<file path="config.mk">
export PLATFORM = sky130hd
export DESIGN_NAME = csrm_status_mux
export DESIGN_NICKNAME = d
export VERILOG_FILES = /design/src/design/csrm_pkg.sv /design/src/design/csrm_sync.sv /design/src/design/csrm_status_mux.sv
export VERILOG_INCLUDE_DIRS = /design/src /design/src/design
export SDC_FILE = /design/constraint.sdc
export NUM_CORES = 1
export LEC_CHECK = 0
export BUFFER_PORTS_ARGS = -buffer_cell sky130_fd_sc_hd__buf_4
export CAP_MARGIN = 20
export CORE_MARGIN = 2
export CORE_UTILIZATION = 44
export DETAILED_ROUTE_END_ITERATION = 8
export PLACE_DENSITY = 0.73
export SLEW_MARGIN = 20
export SYNTH_ARGS = -nofsm -noshare
export SYNTH_HDL_FRONTEND = slang
export SYNTH_SLANG_ARGS = --single-unit
</file>
<file path="constraint.sdc">
create_clock -name clk -period 1.55 [get_ports clk]
set_input_delay 0.31 -clock clk [delete_from_list [all_inputs] [get_ports clk]]
set_output_delay 0.31 -clock clk [all_outputs]
set_load 0.02 [all_outputs]
</file>
<file path="src/design/csrm_defines.svh">
// Offsets, field positions, reset values and select codes of the
// clock status readback block. Included by the package and the top.
`ifndef CSRM_DEFINES_SVH
`define CSRM_DEFINES_SVH

// Printed register indexes; byte address is four times the index
`define CSRM_IDX_CLK_LOCK 12'h22c
`define CSRM_IDX_HOLD_CAL 12'h22d
`define CSRM_IDX_OUT0_SEL 12'h230

// Clock and lock status fields
`define CSRM_BIT_SECOND_LOOP_REF 7
`define CSRM_BIT_FIRST_LOOP_FB 6
`define CSRM_BIT_OSC_CLOCK 5
`define CSRM_BIT_TEST_REF 4
`define CSRM_BIT_REFERENCE_B 3
`define CSRM_BIT_REFERENCE_A 2
`define CSRM_BIT_SECOND_LOOP_LOCK 1
`define CSRM_BIT_FIRST_LOOP_LOCK 0

// Holdover and calibration status fields
`define CSRM_BIT_HOLDOVER 3
`define CSRM_BIT_REF_B_CHOSEN 2
`define CSRM_BIT_VCO_CAL 0

// Status output 0 select field
`define CSRM_SEL_MSB 5
`define CSRM_SEL_RESET 6'h00
`define CSRM_SEL_RESERVED 6'h0d
`define CSRM_SEL_LAST 6'h17
`define CSRM_SEL_COUNT 24

// Number of status inputs crossing from outside the clock domain
`define CSRM_IN_COUNT 15

`endif

</file>
<file path="src/design/csrm_pkg.sv">
// Types shared by the clock status readback block.
// Assumes the defines header is on the include path.
`include "csrm_defines.svh"
package csrm_pkg;
  typedef logic [`CSRM_SEL_MSB:0] csrm_sel_type;
  typedef logic [31:0] csrm_word_type;
  typedef enum logic [1:0] {
    CSRM_RESP_OKAY = 2'b00,
    CSRM_RESP_SLVERR = 2'b10,
    CSRM_RESP_DECERR = 2'b11
  } csrm_resp_type;
  typedef enum logic [1:0] {
    CSRM_REG_NONE = 2'b00,
    CSRM_REG_CLK_LOCK = 2'b01,
    CSRM_REG_HOLD_CAL = 2'b11,
    CSRM_REG_OUT0_SEL = 2'b10
  } csrm_reg_type;
endpackage : csrm_pkg

</file>
<file path="src/design/csrm_sync.sv">
// Two-stage synchroniser for a group of level inputs.
// Assumes inputs come from pins or other clocks; ce freezes both stages.
`timescale 1ns/1ps
module csrm_sync #(
  parameter int WIDTH = 1
) (
  // Clock and control
  input wire logic clk,
  input wire logic srst,
  input wire logic ce,
  // Data
  input wire logic [WIDTH-1:0] asyncIn,
  output logic [WIDTH-1:0] syncOut
);
  logic [WIDTH-1:0] stage1Reg;

  // First stage is read by the second stage only
  always_ff @(posedge clk) begin
    if (srst) begin
      stage1Reg <= '0;
      syncOut <= '0;
    end else if (ce) begin
      stage1Reg <= asyncIn;
      syncOut <= stage1Reg;
    end
  end
endmodule : csrm_sync

</file>
<file path="src/design/csrm_status_mux.sv">
// Status readback registers and status output 0 selector.
// Assumes an AXI4-Lite master on clk; status inputs are asynchronous.
//
// How it works
// - clock/lock register bits 7..2 clock presence, bits 1..0 loop locks.
// - holdover register bit 3 is one while holdover is active.
// - holdover register bit 2 shows automatic reference choice, one is B.
// - holdover register bit 0 shows calibration busy; others read zero.
// - select register bits 5..0 pick status output 0 source.
// - codes 0..3 give ground, both locked, first locked, second locked.
// - code 4 both references missing; code 5 that and second lock.
// - code 6 gives reference B chosen flag, valid in automatic mode.
// - codes 7..12 give presence flags A, B, test, osc, feedback, ref.
// - code 13 reserved; 14 both references present; 15 all but test.
// - codes 16..19 give divided-by-two loop signals; 20..23 ground.
//
// Our own choice: the AXI4-Lite interface to the registers.
`timescale 1ns/1ps
`include "csrm_defines.svh"
module csrm_status_mux #(
  parameter int ADDR_W = 14
) (
  // Clock, reset, enable
  input wire logic clk,
  input wire logic srst,
  input wire logic ce,
  // AXI4-Lite write address
  input wire logic awvalid,
  output logic awready,
  input wire logic [ADDR_W-1:0] awaddr,
  input wire logic [2:0] awprot,
  // AXI4-Lite write data
  input wire logic wvalid,
  output logic wready,
  input wire csrm_pkg::csrm_word_type wdata,
  input wire logic [3:0] wstrb,
  // AXI4-Lite write response
  output logic bvalid,
  input wire logic bready,
  output csrm_pkg::csrm_resp_type bresp,
  // AXI4-Lite read address
  input wire logic arvalid,
  output logic arready,
  input wire logic [ADDR_W-1:0] araddr,
  input wire logic [2:0] arprot,
  // AXI4-Lite read data
  output logic rvalid,
  input wire logic rready,
  output csrm_pkg::csrm_word_type rdata,
  output csrm_pkg::csrm_resp_type rresp,
  // Clock presence flags, one is present
  input wire logic refAPresent,
  input wire logic refBPresent,
  input wire logic testRefPresent,
  input wire logic oscClockPresent,
  input wire logic firstLoopFbPresent,
  input wire logic secondLoopRefPresent,
  // Loop and reference state
  input wire logic firstLoopLocked,
  input wire logic secondLoopLocked,
  input wire logic holdoverActive,
  input wire logic refBChosen,
  input wire logic vcoCalBusy,
  // Raw loop signals for divided monitoring
  input wire logic firstLoopFbClk,
  input wire logic pfdDown,
  input wire logic firstLoopRefClk,
  input wire logic pfdUp,
  // Status output 0
  output logic statusOut0
);
  import csrm_pkg::*;

  // Register decode, shared by the read and write paths
  function automatic csrm_reg_type decodeReg(input logic [ADDR_W-1:0] a);
    logic [ADDR_W-3:0] idx;
    idx = a[ADDR_W-1:2];
    if (idx == (ADDR_W-2)'(`CSRM_IDX_CLK_LOCK)) begin
      decodeReg = CSRM_REG_CLK_LOCK;
    end else if (idx == (ADDR_W-2)'(`CSRM_IDX_HOLD_CAL)) begin
      decodeReg = CSRM_REG_HOLD_CAL;
    end else if (idx == (ADDR_W-2)'(`CSRM_IDX_OUT0_SEL)) begin
      decodeReg = CSRM_REG_OUT0_SEL;
    end else begin
      decodeReg = CSRM_REG_NONE;
    end
  endfunction : decodeReg

  // Input synchronisation
  logic [`CSRM_IN_COUNT-1:0] rawIn;
  logic [`CSRM_IN_COUNT-1:0] syncIn;

  assign rawIn = {pfdUp, firstLoopRefClk, pfdDown, firstLoopFbClk,
                  vcoCalBusy, refBChosen, holdoverActive,
                  secondLoopLocked, firstLoopLocked,
                  secondLoopRefPresent, firstLoopFbPresent,
                  oscClockPresent, testRefPresent, refBPresent,
                  refAPresent};

  csrm_sync #(
    .WIDTH(`CSRM_IN_COUNT)
  ) inSync (
    .clk(clk),
    .srst(srst),
    .ce(ce),
    .asyncIn(rawIn),
    .syncOut(syncIn)
  );

  wire sRefA = syncIn[0];
  wire sRefB = syncIn[1];
  wire sTestRef = syncIn[2];
  wire sOsc = syncIn[3];
  wire sFbOk = syncIn[4];
  wire sRef2Ok = syncIn[5];
  wire sLock1 = syncIn[6];
  wire sLock2 = syncIn[7];
  wire sHold = syncIn[8];
  wire sChoseB = syncIn[9];
  wire sCal = syncIn[10];
  wire [3:0] sRaw = syncIn[14:11];

  // Divide-by-two of the raw loop signals
  logic [3:0] rawPrevReg;
  logic [3:0] halfReg;
  logic [3:0] halfNext;
  wire [3:0] rawRise = sRaw & ~rawPrevReg;

  // Pulses shorter than one clock can be lost; the monitor is coarse
  genvar gi;
  generate
    for (gi = 0; gi < 4; gi++) begin : gHalf
      assign halfNext[gi] = halfReg[gi] ^ rawRise[gi];
    end
  endgenerate

  always_ff @(posedge clk) begin
    if (srst) begin
      rawPrevReg <= 4'h0;
      halfReg <= 4'h0;
    end else if (ce) begin
      rawPrevReg <= sRaw;
      halfReg <= halfNext;
    end
  end

  // Live readback values
  logic [7:0] clkLockView;
  logic [7:0] holdCalView;

  assign clkLockView = {sRef2Ok, sFbOk, sOsc, sTestRef, sRefB, sRefA,
                        sLock2, sLock1};
  assign holdCalView = {4'h0, sHold, sChoseB, 1'b0, sCal};

  // Status output 0 selection
  logic [`CSRM_SEL_MSB:0] selReg;
  logic [`CSRM_SEL_COUNT-1:0] muxSrc;
  wire bothMissing = ~sRefA & ~sRefB;
  wire selLegal = (selReg <= `CSRM_SEL_LAST) &&
                  (selReg != `CSRM_SEL_RESERVED);

  assign muxSrc[3:0] = {sLock2, sLock1, sLock1 & sLock2, 1'b0};
  assign muxSrc[5:4] = {bothMissing & sLock2, bothMissing};
  assign muxSrc[6] = sChoseB;
  assign muxSrc[12:7] = {sRef2Ok, sFbOk, sOsc, sTestRef, sRefB, sRefA};
  assign muxSrc[15:13] = {sRefA & sRefB & sOsc & sFbOk & sRef2Ok,
                          sRefA & sRefB, 1'b0};
  assign muxSrc[19:16] = halfReg;
  assign muxSrc[23:20] = 4'h0;

  wire muxOut = selLegal ? muxSrc[selReg[4:0]] : 1'b0;

  always_ff @(posedge clk) begin
    if (srst) begin
      statusOut0 <= 1'b0;
    end else if (ce) begin
      statusOut0 <= muxOut;
    end
  end

  // Write channel
  logic awHeldReg;
  logic wHeldReg;
  logic [ADDR_W-1:0] awAddrReg;
  logic [7:0] wByteReg;
  logic wLaneReg;
  wire awTake = awvalid & awready;
  wire wTake = wvalid & wready;
  wire doWrite = awHeldReg & wHeldReg & ~bvalid;
  wire bDone = bvalid & bready;
  csrm_reg_type wrTarget;

  assign wrTarget = decodeReg(awAddrReg);

  // only the select register accepts data
  wire selWrite = doWrite & (wrTarget == CSRM_REG_OUT0_SEL) & wLaneReg;
  csrm_resp_type wrResp;
  assign wrResp = (wrTarget == CSRM_REG_NONE) ? CSRM_RESP_DECERR :
                  CSRM_RESP_OKAY;

  always_ff @(posedge clk) begin
    if (srst) begin
      awready <= 1'b1;
      awHeldReg <= 1'b0;
      awAddrReg <= '0;
    end else if (ce) begin
      if (awTake) begin
        awready <= 1'b0;
        awHeldReg <= 1'b1;
        awAddrReg <= awaddr;
      end else if (doWrite) begin
        awHeldReg <= 1'b0;
      end else if (bDone) begin
        awready <= 1'b1;
      end
    end
  end

  always_ff @(posedge clk) begin
    if (srst) begin
      wready <= 1'b1;
      wHeldReg <= 1'b0;
      wByteReg <= 8'h00;
      wLaneReg <= 1'b0;
    end else if (ce) begin
      if (wTake) begin
        wready <= 1'b0;
        wHeldReg <= 1'b1;
        wByteReg <= wdata[7:0];
        wLaneReg <= wstrb[0];
      end else if (doWrite) begin
        wHeldReg <= 1'b0;
      end else if (bDone) begin
        wready <= 1'b1;
      end
    end
  end

  always_ff @(posedge clk) begin
    if (srst) begin
      bvalid <= 1'b0;
      bresp <= CSRM_RESP_OKAY;
    end else if (ce) begin
      if (doWrite) begin
        bvalid <= 1'b1;
        bresp <= wrResp;
      end else if (bDone) begin
        bvalid <= 1'b0;
      end
    end
  end

  always_ff @(posedge clk) begin
    if (srst) begin
      selReg <= `CSRM_SEL_RESET;
    end else if (ce && selWrite) begin
      selReg <= wByteReg[`CSRM_SEL_MSB:0];
    end
  end

  // Read channel
  wire arTake = arvalid & arready;
  wire rDone = rvalid & rready;
  csrm_reg_type rdTarget;
  csrm_word_type rdWord;

  assign rdTarget = decodeReg(araddr);
  // readback sampled live at the read
  assign rdWord = (rdTarget == CSRM_REG_CLK_LOCK) ? {24'h0, clkLockView} :
                  (rdTarget == CSRM_REG_HOLD_CAL) ? {24'h0, holdCalView} :
                  (rdTarget == CSRM_REG_OUT0_SEL) ? {26'h0, selReg} :
                  32'h0;

  always_ff @(posedge clk) begin
    if (srst) begin
      arready <= 1'b1;
      rvalid <= 1'b0;
      rdata <= 32'h0;
      rresp <= CSRM_RESP_OKAY;
    end else if (ce) begin
      if (arTake) begin
        arready <= 1'b0;
        rvalid <= 1'b1;
        rdata <= rdWord;
        rresp <= (rdTarget == CSRM_REG_NONE) ? CSRM_RESP_DECERR :
                 CSRM_RESP_OKAY;
      end else if (rDone) begin
        rvalid <= 1'b0;
        arready <= 1'b1;
      end
    end
  end
endmodule : csrm_status_mux

</file>
# Yosys cells after proc, flatten, opt, wreduce, memory -nomap -nowiden
# Index checks and enable logic that the tools add are counted.
# op_classes
div	0
magnitude_cmp	2
add_sub_neg	0
n_reduce_logical	20
n_eq_ne	13
mul	0
shifts	0
n_mux	27
bitwise	25
# ops
operator	n
12-bit by 10-bit == test with 1-bit output (second input constant)	6
1-bit bitwise AND	16
2-bit two-way mux	8
2-bit AND reduction	8
1-bit two-way mux	15
6-bit two-way mux	2
2-bit nonzero test	6
8-bit two-way mux	1
2-bit == test (second input constant)	3
6-bit by 5-bit less-or-equal comparator with 1-bit output (second input constant)	1
5-bit by 6-bit less-than comparator with 1-bit output (second input constant)	1
6-bit by 4-bit inequality test with 1-bit output (second input constant)	1
3-bit AND reduction	2
1-bit binary-select mux with 5-bit select	1
4-bit bitwise AND	1
2-bit logical NOT	2
2-bit inequality test (second input constant)	2
4-bit NOT	1
1-bit bitwise XOR	4
1-bit NOT	3
2-bit by 1-bit == test with 1-bit output (second input constant)	1
1-bit logical AND	2
# word_totals
latchBits	0
reg_bits	109
word_cells	106
mem_count	0
rom_bits	0
ram_bits	0
output_inout_bits	42

# Depth between registers and ports, before layout
# logic_depth
ltp_word	8
depth_mapped	6
ltp_nobuf	5

# Cells and area by module
# A second synthesis with hierarchy kept.
# hier_totals
hier_cells	395
hier_area_um2	3530.9
# by_module_without_submodules
mod	cells_each	seq_area_each_um2	area_each_um2	n_inst
csrm_status_mux	298	1021.0	2434.8	1
csrm_sync	97	600.6	1096.1	1

# Worst setup path after synthesis
# OpenSTA, ideal clock, no wires.
# synth_timing
kind	input-to-reg
startpoint	input port araddr[13]
endpoint	register rdata[0]
required_time_ns	1.432
path_slack_ns	0.007
arrival_ns	1.426
path_stages	5
cell_sequence	nor4b_4 nand2_2 or4_4 o21ai_1 o21ai_1
# synth_via
elab_chain_cells	8
# synth_rtl
element	line	source
start: declaration	csrm_status_mux.sv:44	input wire logic [ADDR_W-1:0] araddr,
12-bit by 10-bit == test with 1-bit output	csrm_status_mux.sv:82	end else if (idx == (ADDR_W-2)'(`CSRM_IDX_OUT0_SEL)) begin
2-bit two-way mux	csrm_status_mux.sv:82	
2-bit two-way mux	csrm_status_mux.sv:80	end else if (idx == (ADDR_W-2)'(`CSRM_IDX_HOLD_CAL)) begin
2-bit two-way mux *	csrm_status_mux.sv:78	if (idx == (ADDR_W-2)'(`CSRM_IDX_CLK_LOCK)) begin
2-bit == test	csrm_status_mux.sv:271	(rdTarget == CSRM_REG_OUT0_SEL) ? {26'h0, selReg} :
6-bit two-way mux	csrm_status_mux.sv:271	
6-bit two-way mux	csrm_status_mux.sv:270	(rdTarget == CSRM_REG_HOLD_CAL) ? {24'h0, holdCalView} :
8-bit two-way mux *	csrm_status_mux.sv:269	assign rdWord = (rdTarget == CSRM_REG_CLK_LOCK) ? {24'h0, clkLockView} :
end signal: assignment	csrm_status_mux.sv:284	rdata <= rdWord;
end: declaration	csrm_status_mux.sv:49	output csrm_pkg::csrm_word_type rdata,
# Mark *: on every way between the ends. The rest lies on a longest branch, timed or not.
# A chain may end at the register's enable or synchronous reset.

# Worst setup path after layout
# layout_timing
startpoint	register awAddrReg[12]
endpoint	register selReg[2]
# layout_via
elab_chain_cells	8
# layout_rtl
element	line	source
start: declaration	csrm_status_mux.sv:184	logic [ADDR_W-1:0] awAddrReg;
start signal: assignment	csrm_status_mux.sv:210	awAddrReg <= awaddr;
12-bit by 10-bit == test with 1-bit output	csrm_status_mux.sv:82	
2-bit two-way mux	csrm_status_mux.sv:82	
2-bit two-way mux	csrm_status_mux.sv:80	
2-bit two-way mux *	csrm_status_mux.sv:78	
2-bit == test *	csrm_status_mux.sv:196	wire selWrite = doWrite & (wrTarget == CSRM_REG_OUT0_SEL) & wLaneReg;
1-bit bitwise AND * (2 in series)	csrm_status_mux.sv:196	
1-bit logical AND *	csrm_status_mux.sv:256	end else if (ce && selWrite) begin
end signal: assignment	csrm_status_mux.sv:255	selReg <= `CSRM_SEL_RESET;
end signal: assignment	csrm_status_mux.sv:257	selReg <= wByteReg[`CSRM_SEL_MSB:0];
end: declaration	csrm_status_mux.sv:156	logic [`CSRM_SEL_MSB:0] selReg;
# Marked as above.

==> flow_summary.json <==
{
  "cts-htree-levels": 3,
  "numCtsBuffers": 9,
  "sw_frac_of_total": 0.245,
  "synthCells": 395,
  "crit_chain": "nor4b_2, and4b_2, nand4_4, mux2i_1, nor2_1",
  "combPwrFrac": 0.109,
  "grt_usage": 0.173,
  "core_area_um2": 7650,
  "r2r-start": "awAddrReg[12]",
  "routed_wl_mm": 7.26,
  "grtUsageMet2": 0.277,
  "clkPwrFrac": 0.381,
  "antenna_left": 0,
  "drt_iter0_drc": 170,
  "async_flop_share": 0,
  "grt_max_degree": 39,
  "synth_edf_count": 0,
  "grt-ovfl-total": 0,
  "startpoint": "awAddrReg[12]",
  "vias": 2820,
  "leakage_nw": 1.84,
  "p_per_area_nw_per_um2": 1030,
  "clock_latency_ps": 350,
  "r2r-end": "selReg[2]",
  "grt_util_met3": 0.0488,
  "drive_above_1_share": 0.230,
  "pin_count": 135,
  "peakVddDrop_v": 0.000732,
  "finalMaxSlewViolations": 0,
  "critPathKind": "reg -> reg",
  "dr.pass1.iters": 4,
  "cp-end-kind": "flip-flop",
  "routedWlPerCell_um": 12.8,
  "grt_first_pass_wirelength_mm": 11.8,
  "startpoint_type": "flip-flop",
  "clkSinkCount": 81,
  "start_util": 0.452,
  "synth_cell_types": 40,
  "outcome": "completed",
  "internal-power_w": 0.00328,
  "dpl_worst_slack_ps": -197,
  "rsz0062_at_grt": "false",
  "ys_warn_count": 0,
  "n_antenna_cell": 0,
  "cts_tree": "yes",
  "syn_to_final_growth_pct": 22.9,
  "syn_area_per_cell_um2": 8.74,
  "die_area_um2": 8570,
  "use_met1": 0.224,
  "n_fill_cell": 719,
  "max_freq_ghz": 0.679,
  "seq_power_share": 0.510,
  "placementRows": 32,
  "hpwlAfterDp_mm": 5.30,
  "ys_ff_latch": 81,
  "worst_hold_path_type": "in -> reg",
  "clock_path_buffers": 2,
  "die_w_um": 92.6,
  "crit_slowest_cell": "dfxtp_1",
  "root_buffer": "clkbuf_8",
  "worstPathRequired_ps": 1780,
  "whs_ps": 193,
  "syn_area_um2": 3450,
  "cp_slowest_stage_delay_ps": 320,
  "busiest_layer": "met2",
  "antenna_found_initial": 0,
  "port_buffers": 71,
  "fp.dieH_um": 92.6,
  "reg2reg_depth": 5,
  "cp.arrival_ps": 1700,
  "finClkSkew_ps": 9.39,
  "worst_slack_ps": 76.2,
  "period_share": 0.951,
  "path_clk_slew_ps": 80,
  "max_cap_violations": 0,
  "r2r_slack_ps": 80,
  "cp-endpoint": "selReg[2]",
  "ys.flop_type": "dfxtp_1",
  "grt_pass1_vias": 2582,
  "viasPerCell": 4.96,
  "cts_hold_buf": 0,
  "setup_viol": 0,
  "hold_path_depth": 3,
  "gp_congestion": 0.839,
  "finalHoldViolCount": 0,
  "nets": 555,
  "fin_crit_ps": 1470,
  "crit_fanout": 6,
  "p_sw_w": 0.00107,
  "drc": 0,
  "yosysSeqAreaShare": 0.470
}
per-layer routing:
| layer | vias to the layer above | part of all wire | wire length (µm) |
|---|---|---|---|
| met5 | - | 0 | 0 |
| met4 | 0 | 0.017 | 123 |
| met3 | 13 | 0.059 | 431 |
| met2 | 78 | 0.46 | 3360 |
| met1 | 1299 | 0.46 | 3340 |
| li1 | 1430 | - | - |
cell usage after synthesis, drive strengths merged (2+ instances only):
cell type  count  area [µm²]
dfxtp         81        1620
nand2         59         224
nor2          49         184
a21oi         42         210
mux2i         38         380
buf           30         214
clkbuf        18        67.6
o21ai         13        65.1
nand3          7        35.0
inv            6        22.5
nor3           6        40.0
a31oi          5        31.3
nand2b         5        31.3
o21bai         5        37.5
or3            4        25.0
a221oi         3        26.3
and3           3        18.8
nor4b          3        41.3
and4b          2        20.0
nand4          2        18.8
o211ai         2        15.0
layout make-up:
cell class,instances,area (µm²),area share
Multi-Input combinational cell,283,1640,0.386
Sequential cell,81,1620,0.382
Timing Repair Buffer,81,621,0.146
Tap cell,102,128,0.0301
Clock buffer,9,124,0.0292
Clock inverter,6,91.3,0.0215
Inverter,6,22.5,0.00531
through the flow:
step                area, µm²  std cells  power (W)  TNS [ps]   util
CTS                      4230        568    0.00439         0  0.553
global route             4240        568    0.00453         0  0.555
detailed placement       4010        553    0.00274     -1630  0.524
floorplan                3540        418    0.00259         0      -
finish                   4240        568    0.00435         0  0.555
global placement         4010        553    0.00272     -1110  0.524
worst max-delay path, delay by kind of cell, from the launching register on:
kind | cells | cell delay, ps
simple gates | 4 | 820
flops | 1 | 320
mux | 1 | 210
repair_timing:
item	CTS	global route
endpoints found under the hold margin	0	0
pin swaps	1	1
gates resized for setup	2	2
buffers inserted	0	0
endpoints found under the setup margin	6	6
registers in the layout (all words and copies together) (netlist names), 4 cells and up:
signal / cells
selReg: 6
inSync.syncOut: 15
rawPrevReg: 4
rdata: 8
awAddrReg: 12
inSync.stage1Reg: 15
wByteReg: 6
halfReg: 4
layout by cell type, fill, tap and decap left out, types with 3 or more instances in the layout:
cell / count
dfxtp_1: 81
buf_4: 80
nand2_1: 58
nor2_1: 49
a21oi_1: 42
mux2i_1: 38
conb_1: 24
clkbuf_8: 9
nand3_1: 7
o21ai_0: 7
inv_1: 6
o21ai_1: 6
o21bai_1: 5
a31oi_1: 5
nand2b_1: 5
or3_1: 4
nor3_1: 4
and3_1: 3
a221oi_1: 3
power groups by stage:
stage / clock [W] / combinational [W] / sequential, W
finish: 0.00166 / 0.000473 / 0.00222
global route: 0.00178 / 0.000523 / 0.00223
CTS: 0.00170 / 0.000473 / 0.00222
detailed placement: 0 / 0.000471 / 0.00226
global placement: 0 / 0.000461 / 0.00226
floorplan: 0 / 0.000318 / 0.00227
cells by family after synthesis:
logic type / Yosys count / share of synthesized area
other: 1 / 0.00109
AO/OA/AOI/OAI: 74 / 0.121
multiplexers: 39 / 0.117
buffers and inverters: 54 / 0.0880
AND/OR/NAND/NOR: 146 / 0.204
flip-flops: 81 / 0.470
worst min-delay path by stage:
stage                                 from                  end  slack [ps]
final                      firstLoopLocked  inSync.stage1Reg[6]         190
after global routing      secondLoopLocked  inSync.stage1Reg[7]         190
after CTS                  firstLoopLocked  inSync.stage1Reg[6]         180
after detailed placement      awAddrReg[8]         awAddrReg[8]         440
after global placement        awAddrReg[8]         awAddrReg[8]         440
after floorplan              awAddrReg[11]        awAddrReg[11]         430
No activity file was read; power rests on OpenSTA's default activity.
